### config.mk
export PLATFORM = sky130hd
export DESIGN_NAME = acp_conv_port
export DESIGN_NICKNAME = d
export VERILOG_FILES = /design/src/logic/acp_pkg.sv /design/src/logic/acp_stream_if.sv /design/src/logic/acp_fifo.sv /design/src/logic/acp_conv_port.sv
export SDC_FILE = /design/constraint.sdc
export NUM_CORES = 1
export LEC_CHECK = 0
export ABC_AREA = 1
export BUFFER_PORTS_ARGS = -buffer_cell sky130_fd_sc_hd__clkbuf_2
export CAP_MARGIN = 5
export CELL_PAD_IN_SITES_DETAIL_PLACEMENT = 1
export CELL_PAD_IN_SITES_GLOBAL_PLACEMENT = 1
export CORE_AREA = 2 2 148 150
export DETAILED_ROUTE_END_ITERATION = 16
export DIE_AREA = 0 0 150 152
export PLACE_DENSITY_LB_ADDON = 0.1
export SYNTH_ARGS = -nofsm -noshare
export SYNTH_HDL_FRONTEND = slang
export SYNTH_SLANG_ARGS = --single-unit
### constraint.sdc
create_clock -name mclk_i -period 7.5 [get_ports mclk_i]
set_clock_uncertainty 0.2 [all_clocks]
set_input_delay 1.5 -clock mclk_i [delete_from_list [all_inputs] [get_ports mclk_i]]
set_output_delay 1.5 -clock mclk_i [all_outputs]
set_load 0.02 [all_outputs]
### src/logic/acp_pkg.sv
// Shared constants for the conversion-control and parallel-output port
package acp_pkg;

  localparam int CLK_PERIOD_NS = 25;
  localparam int CONV_TYP_NS   = 240;
  localparam int CONV_MAX_NS   = 283;
  localparam int ACQ_MAX_NS    = 50;
  localparam int THRU_NS       = 333;

  // Conversion is a least time towards the typical figure, kept under the maximum
  localparam int CONV_CYC = (CONV_TYP_NS + CLK_PERIOD_NS - 1) / CLK_PERIOD_NS;
  localparam int CONV_MAX_CYC = CONV_MAX_NS / CLK_PERIOD_NS;
  localparam int ACQ_CYC  = (ACQ_MAX_NS / CLK_PERIOD_NS) < 1 ? 1 : ACQ_MAX_NS / CLK_PERIOD_NS;
  localparam int THRU_CYC = THRU_NS / CLK_PERIOD_NS;

  localparam int CNT_W       = 4;
  localparam int RES_W       = 12;
  localparam int FIFO_DEPTH  = 16;
  localparam logic [RES_W-1:0] DATA_RST = 12'h000;

  typedef enum logic [1:0] {
    ACP_IDLE,
    ACP_CONV,
    ACP_ACQ
  } acp_state_e;

endpackage : acp_pkg

### src/logic/acp_stream_if.sv
// Valid/ready word stream between the port logic and its result buffer
`timescale 1ns/100ps
`default_nettype none
interface acp_stream_if #(
  parameter int WIDTH = 12
);
  logic             valid;
  logic             ready;
  logic [WIDTH-1:0] data;

  modport src (output valid, output data, input ready);
  modport snk (input valid, input data, output ready);
endinterface : acp_stream_if
`default_nettype wire

### src/logic/acp_fifo.sv
// Result buffer: word FIFO with registered read data
`timescale 1ns/100ps
`default_nettype none
module acp_fifo #(
  parameter int WIDTH = 12,
  parameter int DEPTH = 16
) (
  input  wire logic   mclk_i,
  input  wire logic   reset_n_i,
  acp_stream_if.snk   wr_s,
  acp_stream_if.src   rd_s
);
  localparam int AW = $clog2(DEPTH);

  logic [WIDTH-1:0] mem [DEPTH];
  logic [AW-1:0]    wr_ptr_r;
  logic [AW-1:0]    rd_ptr_r;
  logic [AW:0]      count_r;
  logic [WIDTH-1:0] dout_r;
  logic             dout_vld_r;

  wire mem_full  = (count_r == (AW+1)'(DEPTH));
  wire mem_empty = (count_r == '0);
  wire push      = wr_s.valid && !mem_full;
  wire load      = !mem_empty && (!dout_vld_r || rd_s.ready);

  assign wr_s.ready = !mem_full;
  assign rd_s.valid = dout_vld_r;
  assign rd_s.data  = dout_r;

  always_ff @(posedge mclk_i) begin
    if (push) begin
      mem[wr_ptr_r] <= wr_s.data;
    end
  end

  always_ff @(posedge mclk_i) begin
    if (!reset_n_i) begin
      wr_ptr_r   <= '0;
      rd_ptr_r   <= '0;
      count_r    <= '0;
      dout_r     <= '0;
      dout_vld_r <= 1'b0;
    end else begin
      if (push) wr_ptr_r <= wr_ptr_r + 1'b1;
      if (load) begin
        rd_ptr_r <= rd_ptr_r + 1'b1;
        dout_r   <= mem[rd_ptr_r];
      end
      count_r    <= count_r + (AW+1)'(push) - (AW+1)'(load);
      dout_vld_r <= load || (dout_vld_r && !rd_s.ready);
    end
  end

  a_full_refuse: assert property (@(posedge mclk_i) disable iff (!reset_n_i)
    (count_r == (AW+1)'(DEPTH)) |-> !wr_s.ready)
    else $error("fifo accepts while full");

  a_out_hold: assert property (@(posedge mclk_i) disable iff (!reset_n_i)
    (rd_s.valid && !rd_s.ready) |=> (rd_s.valid && $stable(rd_s.data)))
    else $error("fifo output dropped under stall");

  a_count_bound: assert property (@(posedge mclk_i) disable iff (!reset_n_i)
    count_r <= (AW+1)'(DEPTH))
    else $error("fifo count overflow");
endmodule : acp_fifo
`default_nettype wire

### src/logic/acp_conv_port.sv
// Conversion control, status and parallel result port of a 12-bit sampling converter
`timescale 1ns/100ps
`default_nettype none
// Notes on behaviour
// - Select low drives the data bus and lets convert-start through.
// - A falling convert-start while selected begins a conversion when idle and the result buffer has room.
// - Convert-start edges during a conversion are ignored.
// - Status is low for the whole conversion, high when done.
// - Conversion is internally timed, about 240ns, never over 283ns.
// - Acquisition before a conversion lasts no more than 50ns.
// - One acquire-and-convert cycle fits in 333ns, for 3Msps.
// - Output register takes the new result as status rises.
// - Data latched as status falls belongs to the previous conversion.
// - Result is 12-bit two's complement, one step is span over 4096.
module acp_conv_port
  import acp_pkg::*;
#(
  parameter int RES_WIDTH  = RES_W,
  parameter int BUF_DEPTH  = FIFO_DEPTH
) (
  input  wire logic                 mclk_i,
  input  wire logic                 reset_n_i,
  input  wire logic                 select_n_i,
  input  wire logic                 conversion_start_n_i,
  input  wire logic [RES_WIDTH-1:0] sample_code_i,
  output logic                      busy_n_o,
  output logic                      hold_o,
  output logic [RES_WIDTH-1:0]      data_o,
  output logic                      data_oe_n_o,
  output logic                      result_valid_o,
  output logic [RES_WIDTH-1:0]      result_data_o,
  input  wire logic                 result_ready_i
);

  acp_state_e           state_r;
  acp_state_e           state_nxt;
  logic [CNT_W-1:0]     cnt_r;
  logic [CNT_W-1:0]     cnt_nxt;
  logic                 start_n_prev_r;
  logic                 busy_n_r;
  logic [RES_WIDTH-1:0] data_r;

  acp_stream_if #(.WIDTH(RES_WIDTH)) push_s ();
  acp_stream_if #(.WIDTH(RES_WIDTH)) pop_s ();

  // Edge seen only while selected
  wire start_fall = !select_n_i && start_n_prev_r && !conversion_start_n_i;
  // Starts are taken only when idle and the buffer has room
  wire start_ok   = start_fall && (state_r == ACP_IDLE) && push_s.ready;
  wire cnt_zero   = (cnt_r == '0);
  wire conv_done  = (state_r == ACP_CONV) && cnt_zero;
  wire acq_done   = (state_r == ACP_ACQ) && cnt_zero;

  always_comb begin
    state_nxt = state_r;
    cnt_nxt   = cnt_zero ? cnt_r : cnt_r - 1'b1;
    unique case (state_r)
      ACP_IDLE: begin
        if (start_ok) begin
          state_nxt = ACP_CONV;
          cnt_nxt   = CNT_W'(CONV_CYC - 1);
        end
      end
      ACP_CONV: begin
        if (cnt_zero) begin
          state_nxt = ACP_ACQ;
          cnt_nxt   = CNT_W'(ACQ_CYC - 1);
        end
      end
      ACP_ACQ: begin
        if (cnt_zero) begin
          state_nxt = ACP_IDLE;
        end
      end
    endcase
  end

  always_ff @(posedge mclk_i) begin
    if (!reset_n_i) begin
      state_r        <= ACP_IDLE;
      cnt_r          <= '0;
      start_n_prev_r <= 1'b1;
      busy_n_r       <= 1'b1;
    end else begin
      state_r        <= state_nxt;
      cnt_r          <= cnt_nxt;
      start_n_prev_r <= conversion_start_n_i;
      busy_n_r       <= (state_nxt != ACP_CONV);
    end
  end

  // Result register changes only as status rises
  always_ff @(posedge mclk_i) begin
    if (!reset_n_i) begin
      data_r <= DATA_RST;
    end else if (conv_done) begin
      data_r <= sample_code_i;
    end
  end

  assign push_s.valid = conv_done;
  assign push_s.data  = sample_code_i;

  acp_fifo #(
    .WIDTH (RES_WIDTH),
    .DEPTH (BUF_DEPTH)
  ) u_fifo (
    .mclk_i    (mclk_i),
    .reset_n_i (reset_n_i),
    .wr_s      (push_s),
    .rd_s      (pop_s)
  );

  assign pop_s.ready    = result_ready_i;
  assign result_valid_o = pop_s.valid;
  assign result_data_o  = pop_s.data;

  assign busy_n_o    = busy_n_r;
  assign hold_o      = !busy_n_r;
  assign data_o      = data_r;
  assign data_oe_n_o = select_n_i;

  // Helper: cycles since status fell
  logic [CNT_W:0] low_cnt_r;
  always_ff @(posedge mclk_i) begin
    if (!reset_n_i) begin
      low_cnt_r <= '0;
    end else begin
      low_cnt_r <= busy_n_r ? '0 : low_cnt_r + 1'b1;
    end
  end

  a_bus_drive: assert property (@(posedge mclk_i) disable iff (!reset_n_i)
    (select_n_i == data_oe_n_o))
    else $error("data bus enable does not follow select");

  a_deselect_ignore: assert property (@(posedge mclk_i) disable iff (!reset_n_i)
    (select_n_i && busy_n_o && (state_r == ACP_IDLE)) |=> busy_n_o)
    else $error("conversion started while deselected");

  a_start_taken: assert property (@(posedge mclk_i) disable iff (!reset_n_i)
    start_ok |=> !busy_n_o ##1 !busy_n_o)
    else $error("accepted start did not begin a conversion");

  a_no_restart: assert property (@(posedge mclk_i) disable iff (!reset_n_i)
    (!busy_n_o && (low_cnt_r < (CNT_W+1)'(CONV_CYC - 1))) |=> !busy_n_o)
    else $error("conversion cut short or restarted");

  a_conv_length: assert property (@(posedge mclk_i) disable iff (!reset_n_i)
    $fell(busy_n_o) |-> (!busy_n_o)[*8] ##1 !busy_n_o ##1 !busy_n_o ##1 busy_n_o)
    else $error("status low time is not the conversion time");

  a_conv_max: assert property (@(posedge mclk_i) disable iff (!reset_n_i)
    low_cnt_r <= (CNT_W+1)'(CONV_MAX_CYC))
    else $error("conversion exceeds maximum time");

  a_acq_bound: assert property (@(posedge mclk_i) disable iff (!reset_n_i)
    $rose(busy_n_o) |-> ##[1:2] (state_r == ACP_IDLE))
    else $error("acquisition too long for throughput");

  a_data_on_rise: assert property (@(posedge mclk_i) disable iff (!reset_n_i)
    $rose(busy_n_o) |-> (data_o == $past(sample_code_i)))
    else $error("result not loaded as status rises");

  a_data_hold: assert property (@(posedge mclk_i) disable iff (!reset_n_i)
    (!busy_n_o || $past(busy_n_o)) |-> $stable(data_o))
    else $error("result changed away from end of conversion");

endmodule : acp_conv_port
`default_nettype wire

# After elaboration in Yosys (flattened, before gate mapping)
# Memories as Yosys holds them, arrays and structs flattened. A register that Yosys moved wholly into a read port is not among the register bits.
# Cells that the tools add are included.
# op_classes
eq_ne	4
addsub	5
reduce_logical	21
mux	10
# ops
cell	count
two-way mux 4 bit	3
adder 4 x 1 -> 4 bit, second input constant	2
logical AND 1 bit	8
zero test 1 bit	8
case mux 4 bit (2 select lines)	1
two-way mux 2 bit	3
case mux 2 bit (3 select lines)	1
adder 5 x 1 -> 5 bit	1
equality test 5 bit, second input constant	1
zero test 5 bit	1
subtractor 5 x 1 -> 5 bit	1
zero test 4 bit	1
subtractor 4 x 1 -> 4 bit, second input constant	1
equality test 2 x 1 -> 1 bit, second input constant	1
equality test 2 bit, second input constant	1
zero test 2 bit	1
logical OR 1 bit	2
two-way mux 1 bit	2
inequality test 2 x 1 -> 1 bit, second input constant	1
# word_totals
inputBits	17
n_memories	1
ff_bits	34
ramBits	192
# mem_list
memory	depth	word_bits	rd	rd_clocked_by_memory_dff	wr	line_no	source
u_fifo.mem	16	12	1	1	1	acp_fifo.sv:15	logic [WIDTH-1:0] mem [DEPTH];

# Depth between registers and ports, before layout
# Gate-level depths: netlist of the first run.
# depth
depth_word	8
mapped_depth	14

# Hierarchy
# Synthesis of the first run repeated with hierarchy kept, for this count alone.
# hier_totals
cells_unflattened	1051
area_unflattened_um2	10292.4
# by_module_without_submodules
mod	cells_per_inst	instances	area_per_inst_um2
acp_fifo	930	1	9381.5
acp_conv_port	121	1	910.9

# Worst setup path before layout of the first run
# Ideal clock, no wire load.
# synth_timing
path_type	input port to flip-flop
startpoint	in result_ready_i
endpoint	reg u_fifo.count_r[4]
n_path_buf	1
stages	13
arrival_ns	3.372
path_slack_ns	3.858
path_cell_list	inv_1 > nand2_1 > nand2_1 > inv_2 > buf_6 > ha_1 > inv_1 > ha_1 > inv_1 > fa_1 > o31ai_1 > o21ai_0 > a21oi_1
# synth_between
elab_chain_cells	3
# synth_rtl
element	line_no	source
from (decl)	acp_conv_port.sv:32	input wire logic result_ready_i
logical OR 1 bit	acp_fifo.sv:25	wire load = !mem_empty && (!dout_vld_r || rd_s.ready);
logical AND 1 bit	acp_fifo.sv:25	
named net u_fifo.load	acp_fifo.sv:25	
subtractor 5 x 1 -> 5 bit	acp_fifo.sv:50	count_r <= count_r + (AW+1)'(push) - (AW+1)'(load);
to (signal assigned)	acp_fifo.sv:50	
to (decl)	acp_fifo.sv:18	logic [AW:0] count_r;
# The timed path passes the listed nets, and every way through them passes these cells.
# A chain may end at the register's enable or synchronous reset.

# Worst setup path in the final report of the first run
# layout_timing
startpoint	in result_ready_i
endpoint	reg u_fifo.count_r[4]
# layout_between
elab_chain_cells	3
# layout_rtl
element	line_no
logical OR 1 bit	acp_fifo.sv:25
logical AND 1 bit	acp_fifo.sv:25
subtractor 5 x 1 -> 5 bit	acp_fifo.sv:50
# No other way between the ends.

==> flow_summary.ini, run 1 <==
[power_and_ir_drop]
power_uw = 3940
power_density_nw_per_um2 = 344
irDropWorstVdd_v = 0.000239
p_leak_uw = 0.00495

[floorplan]
coreArea_um2 = 21400
start_util_pct = 48.0
ioPinCount = 45
fp.dieH_um = 152
die_area_um2 = 22800
die_x_um = 150
rows = 54

[placement]
dp_slack_ns = 3.42
dpl.hpwl_mm = 15.8
portBuffers = 44
place_congestion = 0.776
dp_cells = 1334

[finish]
regArea_um2 = 6690
finalNetCount = 1116
layout_commonest_cell = nand2_1
antenna_cells = 0
syn2layout_area_growth_pct = 11.9
drive_gt1_share_pct = 9.72
layout_common_cells = nand2_1 (328), edfxtp_1 (192), inv_1 (144), nand3_1 (138), nor2_1 (67)
multi_input_area_um2 = 2730
fin_cells = 1381
fillers = 2383

[synth]
syn_nets = 1077
synthMuxAreaShare_pct = 0
synthSimpleGateAreaFrac_pct = 21.8
yosysTopAreaCellShare_pct = 56.3
synth_area_um2 = 10200
synthXorXnorAreaFrac_pct = 0.342
yosysWarnings = 0
synth_top_family_by_area = simple AND/OR/NAND/NOR gates
syn_area_per_cell_um2 = 9.82
synth_cells = 1043
ys_top_cells_by_area = edfxtp_1 (56%), nand2_1 (12%), dfxtp_1 (9.0%), nand3_1 (6.7%), inv_1 (5.3%)
ys_seq_elements = 238
ys_types = 26
synth_seq_area_share_pct = 65.3
synth_largest_area_cell = edfxtp_1
synth_compound_area_share_pct = 2.21
synth_fa_ha_area_share_pct = 2.15

[global_route]
antenna_found_initial = 0
grt_max_degree = 99
grt_pass1_vias = 7379
grt_usage_pct = 24.1
grt_pass1_wl_mm = 41.7
grt_overflow = 0

[hold_path]
hold_class = register to register
min_delay_path_depth = 2
hold_start = u_fifo.rd_s.valid

[critical_path]
start_kind = primary input
r2r_cells = 13
path_class = primary input to register
cp-startpoint = result_ready_i
cp_num_buf_inv = 5
crit_arrival_ns = 3.79
cp_cell_sequence = clkbuf_2 -> inv_1 -> nand2_1 -> nand2_1 -> inv_2 -> ha_1 -> inv_1 -> ha_1 -> inv_1 -> fa_1 -> o31ai_1 -> o21ai_0 -> a21oi_1
path_max_fanout = 28
crit_family = adder cells
slowest_stage = fa_1
cp.required_ns = 7.75
path_common_cell = inv_1
reg2reg_from = u_fifo.count_r[3]
path_depth = 13
crit_path_end_kind = register
max_stage_delay_ns = 0.44

[route]
via_per_inst = 5.15
drt_first_pass_iters = 4
post-route-drc-count = 0
vias = 7114
drt_iter0_markers = 453
postRouteAntennaNets = 0
wl_mm = 26.7
wire_per_inst_um = 19.3

[timing]
finalHoldViolCount = 0
setup_viol = 0
finalCritPeriodShare_pct = 47.2
fmaxAchievable_ghz = 0.283
layout_setup_ws_ns = 3.96
rsz0062_at_grt = no
slew_headroom_pct = 25.0
min_period_ns = 3.54
slew_viol_final = 0
worstMarginPinSlew_ns = 1.13
tns_ns = 0

[cts]
postCtsHoldBufs = 0
cts_made_buffers = 26
clk_pin_slew_ns = 0.06
ctsRootBufferMaster = clkbuf_16
clockBufferDepth = 3
clkSinkCount = 238
cts_setup_buffers = 0
cts_tree = done
clkLatencyLatePin_ns = 0.52
cts_resized = 0
htreeDepth = 1

[run_status]
outcome = completed

[job]
max-cap-violations = 0
## worst register-to-register path: cells and delay by family (launching register included)
family / cells / cell delay (ns)
AND/OR/NAND/NOR: 2 / 0.25
adder cells (fa/ha/maj): 4 / 1.12
flip-flops: 1 / 0.35
buffers and inverters: 4 / 0.60
AO/OA/AOI/OAI: 3 / 0.53
## cell families after synthesis
logic type | after synthesis
simple gates | 545
flops | 238
buf+inv | 195
compound gates | 44
fa+ha+maj | 17
xor+xnor | 4
## sequential cells by signal, indices dropped and copies added (netlist names)
register           cells
u_fifo.rd_s.valid      1
busy_n_o               1
u_fifo.rd_ptr_r        4
u_fifo.wr_ptr_r        4
cnt_r                  4
data_o                12
u_fifo.rd_s.data      12
start_n_prev_r         1
u_fifo.mem           192
state_r                2
u_fifo.count_r         5
## layer usage
layer	part of all wire (%)	up-vias	routed length [um]	GRT usage, %
li1	-	3449	-	-
met1	43	3501	11500	31.2
met2	50	124	13500	42.2
met3	4.4	40	1170	3.84
met4	2.1	0	573	6.20
met5	0	-	0	0
## worst paths after layout
kind / to / slack (ns)
setup / recovery: u_fifo.count_r[4] / 3.96
hold / removal: u_fifo.rd_s.valid / 0.29
setup reg to reg: u_fifo.count_r[4] / 4.38
hold reg to reg: u_fifo.rd_s.valid / 0.29
## synthesized netlist by cell type
cell type and n:
nand2_1 328, edfxtp_1 192, inv_1 144, nand3_1 138, nor2_1 72, dfxtp_1 46, o21ai_0 23, buf_2 19
a21oi_1 18, ha_1 16, clkbuf_1 12, buf_6 8, buf_4 5, xor2_1 4, buf_1 3, inv_2 2
nand2_2 2, nand4_1 2, nor3_1 2, a31oi_1 1, clkbuf_2 1, fa_1 1, inv_4 1, nor2_4 1
o21a_1 1, o31ai_1 1
## report_power, final
group | internal [uW] | total, uW | switching [uW]
registers | 1510 | 1580 | 67.2
logic | 331 | 1170 | 837
clock network | 696 | 1190 | 492
total | 2540 | 3940 | 1400
## layout make-up
class / instances / area share, %
sequential: 238 / 58.4
multi-input combinational: 610 / 23.8
clock buffer: 38 / 6.62
inverter: 147 / 4.84
tap: 280 / 3.06
timing repair buffer: 59 / 2.90
clock inverter: 9 / 0.349
## through the flow
stage                     area, um^2  utilization [%]  hold WS, ns
final                          11500             53.7        0.290
after global routing           11500             53.7        0.327
after CTS                      11500             53.7        0.293
after detailed placement       10700             49.9        0.285
after global placement         10700             49.9        0.288
after floorplan                10200                -        0.277
Power figures use the tool's default switching activity.
==> run 2, diff against run 1 <==
CORE_AREA = 2 2 156 158   (was 2 2 148 150)
DIE_AREA = 0 0 158 160   (was 0 0 150 152)
clock period = 3.1 ns   (was 7.5 ns; I/O delays follow)
==> run 2 against run 1 <==
Against the previous run: critical path depth is the same; power rose by 140%; wire length rose by 3.8%; critical endpoint unchanged.
==> flow_summary.ini, run 2 (synthesized netlist as in run 1, its figures left out) <==
[floorplan]
ioPinCount = 45
start_util_pct = 43.0
die_x_um = 158
fp.dieH_um = 160
die_area_um2 = 25300
coreArea_um2 = 23800
rows = 57

[cts]
cts_resized = 0
clk_pin_slew_ns = 0.06
cts_tree = done
clkLatencyLatePin_ns = 0.53
htreeDepth = 1
postCtsHoldBufs = 0
clockBufferDepth = 3
cts_setup_buffers = 0
clkSinkCount = 238
cts_made_buffers = 26
ctsRootBufferMaster = clkbuf_16

[finish]
fin_cells = 1447
fin_area_um2 = 11700
antenna_cells = 0
drive_gt1_share_pct = 10.7
syn2layout_area_growth_pct = 13.8
largest_reg_flops = 192
finalNetCount = 1138
fin_util_pct = 48.9
layout_commonest_cell = nand2_1
top_register = u_fifo.mem
layout_common_cells = nand2_1 (328), edfxtp_1 (192), inv_1 (144), nand3_1 (138), nor2_1 (72)

[critical_path]
crit_arrival_ns = 3.00
path_class = register to register
slowest_stage = fa_1
crit_path_end_kind = register
cp.required_ns = 3.36
path_max_fanout = 2
max_stage_delay_ns = 0.43
cp_cell_sequence = inv_1 -> ha_1 -> nand4_1 -> nand2_1 -> inv_2 -> ha_1 -> inv_1 -> ha_1 -> inv_1 -> fa_1 -> o31ai_1 -> o21ai_0 -> a21oi_1
start_kind = register

[global_route]
grt_pass1_wl_mm = 43.1
grt_max_degree = 51
grt_overflow = 0
grt_usage_pct = 22.7
grt_pass1_vias = 7510
antenna_found_initial = 1

[route]
via_per_inst = 5.01
wl_mm = 27.7
wire_per_inst_um = 19.2
vias = 7247
drt_iter0_markers = 478
post-route-drc-count = 0
drt_first_pass_iters = 5
postRouteAntennaNets = 0

[timing]
min_period_ns = 2.74
setup_viol = 0
finalCritPeriodShare_pct = 88.3
slew_headroom_pct = 45.5
slew_viol_final = 0
finalHoldViolCount = 0
fmaxAchievable_ghz = 0.365
worstMarginPinSlew_ns = 0.816
tns_ns = 0
rsz0062_at_grt = no

[power_and_ir_drop]
power_uw = 9550
power_density_nw_per_um2 = 820
p_leak_uw = 0.00506
irDropWorstVdd_v = 0.000535

[placement]
placed_cell_area_um2 = 10900
dp_cells = 1400
portBuffers = 44
dpl.hpwl_mm = 17.7
place_congestion = 0.816

[run_status]
outcome = completed

[job]
max-cap-violations = 0

[hold_path]
hold_class = primary input to register
==> run 2: cell types whose count changed in the layout (fill, tap and decap cells not counted), sizes merged <==
cell    previous run  this run
buf               15        37
clkbuf            82        80
clkinv             9        11
==> run 2: stage by stage <==
step	hold WS (ns)	setup WS (ns)
CTS	0.0665	0.333
detailed placement	0.290	0.263
finish	0.0838	0.363
global placement	0.283	0.384
global route	0.0924	0.169
floorplan	0.277	0.338
==> run 2: area by class of cell <==
type                       count  area, um^2
fill                        2728       12200
clock buffer                  36         709
tap                          324         405
multi-input combinational    610        2720
timing repair buffer          81         523
clock inverter                11        50.0
sequential                   238        6690
inverter                     147         554
==> run 2: critical path: cells and delay by family, from the launching register on <==
kind	cells	cell delay (ns)
adders and majority gates	4	1.03
DFF	1	0.32
AOI/OAI and AO/OA	3	0.64
and+or+nand+nor	2	0.24
buffers and inverters	4	0.23
==> run 2: layer usage <==
metal | up-vias | global-route usage, % | share of wire (%)
met5 | - | 0 | 0
met4 | 0 | 5.98 | 2.6
met3 | 46 | 2.90 | 3.1
met2 | 108 | 39.2 | 50
met1 | 3610 | 30.2 | 45
li1 | 3483 | - | -
==> run 2: where the power goes <==
group          leakage, uW  switching [uW]  internal (uW)
combinational      0.00258            2040            874
sequential         0.00210             176           3660
clock             0.000370            1210           1590
total              0.00506            3430           6120
==> run 2: final timing paths <==
path / from / end / slack, ns / cells past startpoint
worst min-delay path: conversion_start_n_i / start_n_prev_r / 0.08 / 3
worst max-delay path: u_fifo.count_r[3] / u_fifo.count_r[4] / 0.36 / 13
worst min register to register: u_fifo.rd_s.valid / u_fifo.rd_s.valid / 0.29 / 2
worst max register to register: u_fifo.count_r[3] / u_fifo.count_r[4] / 0.36 / 13
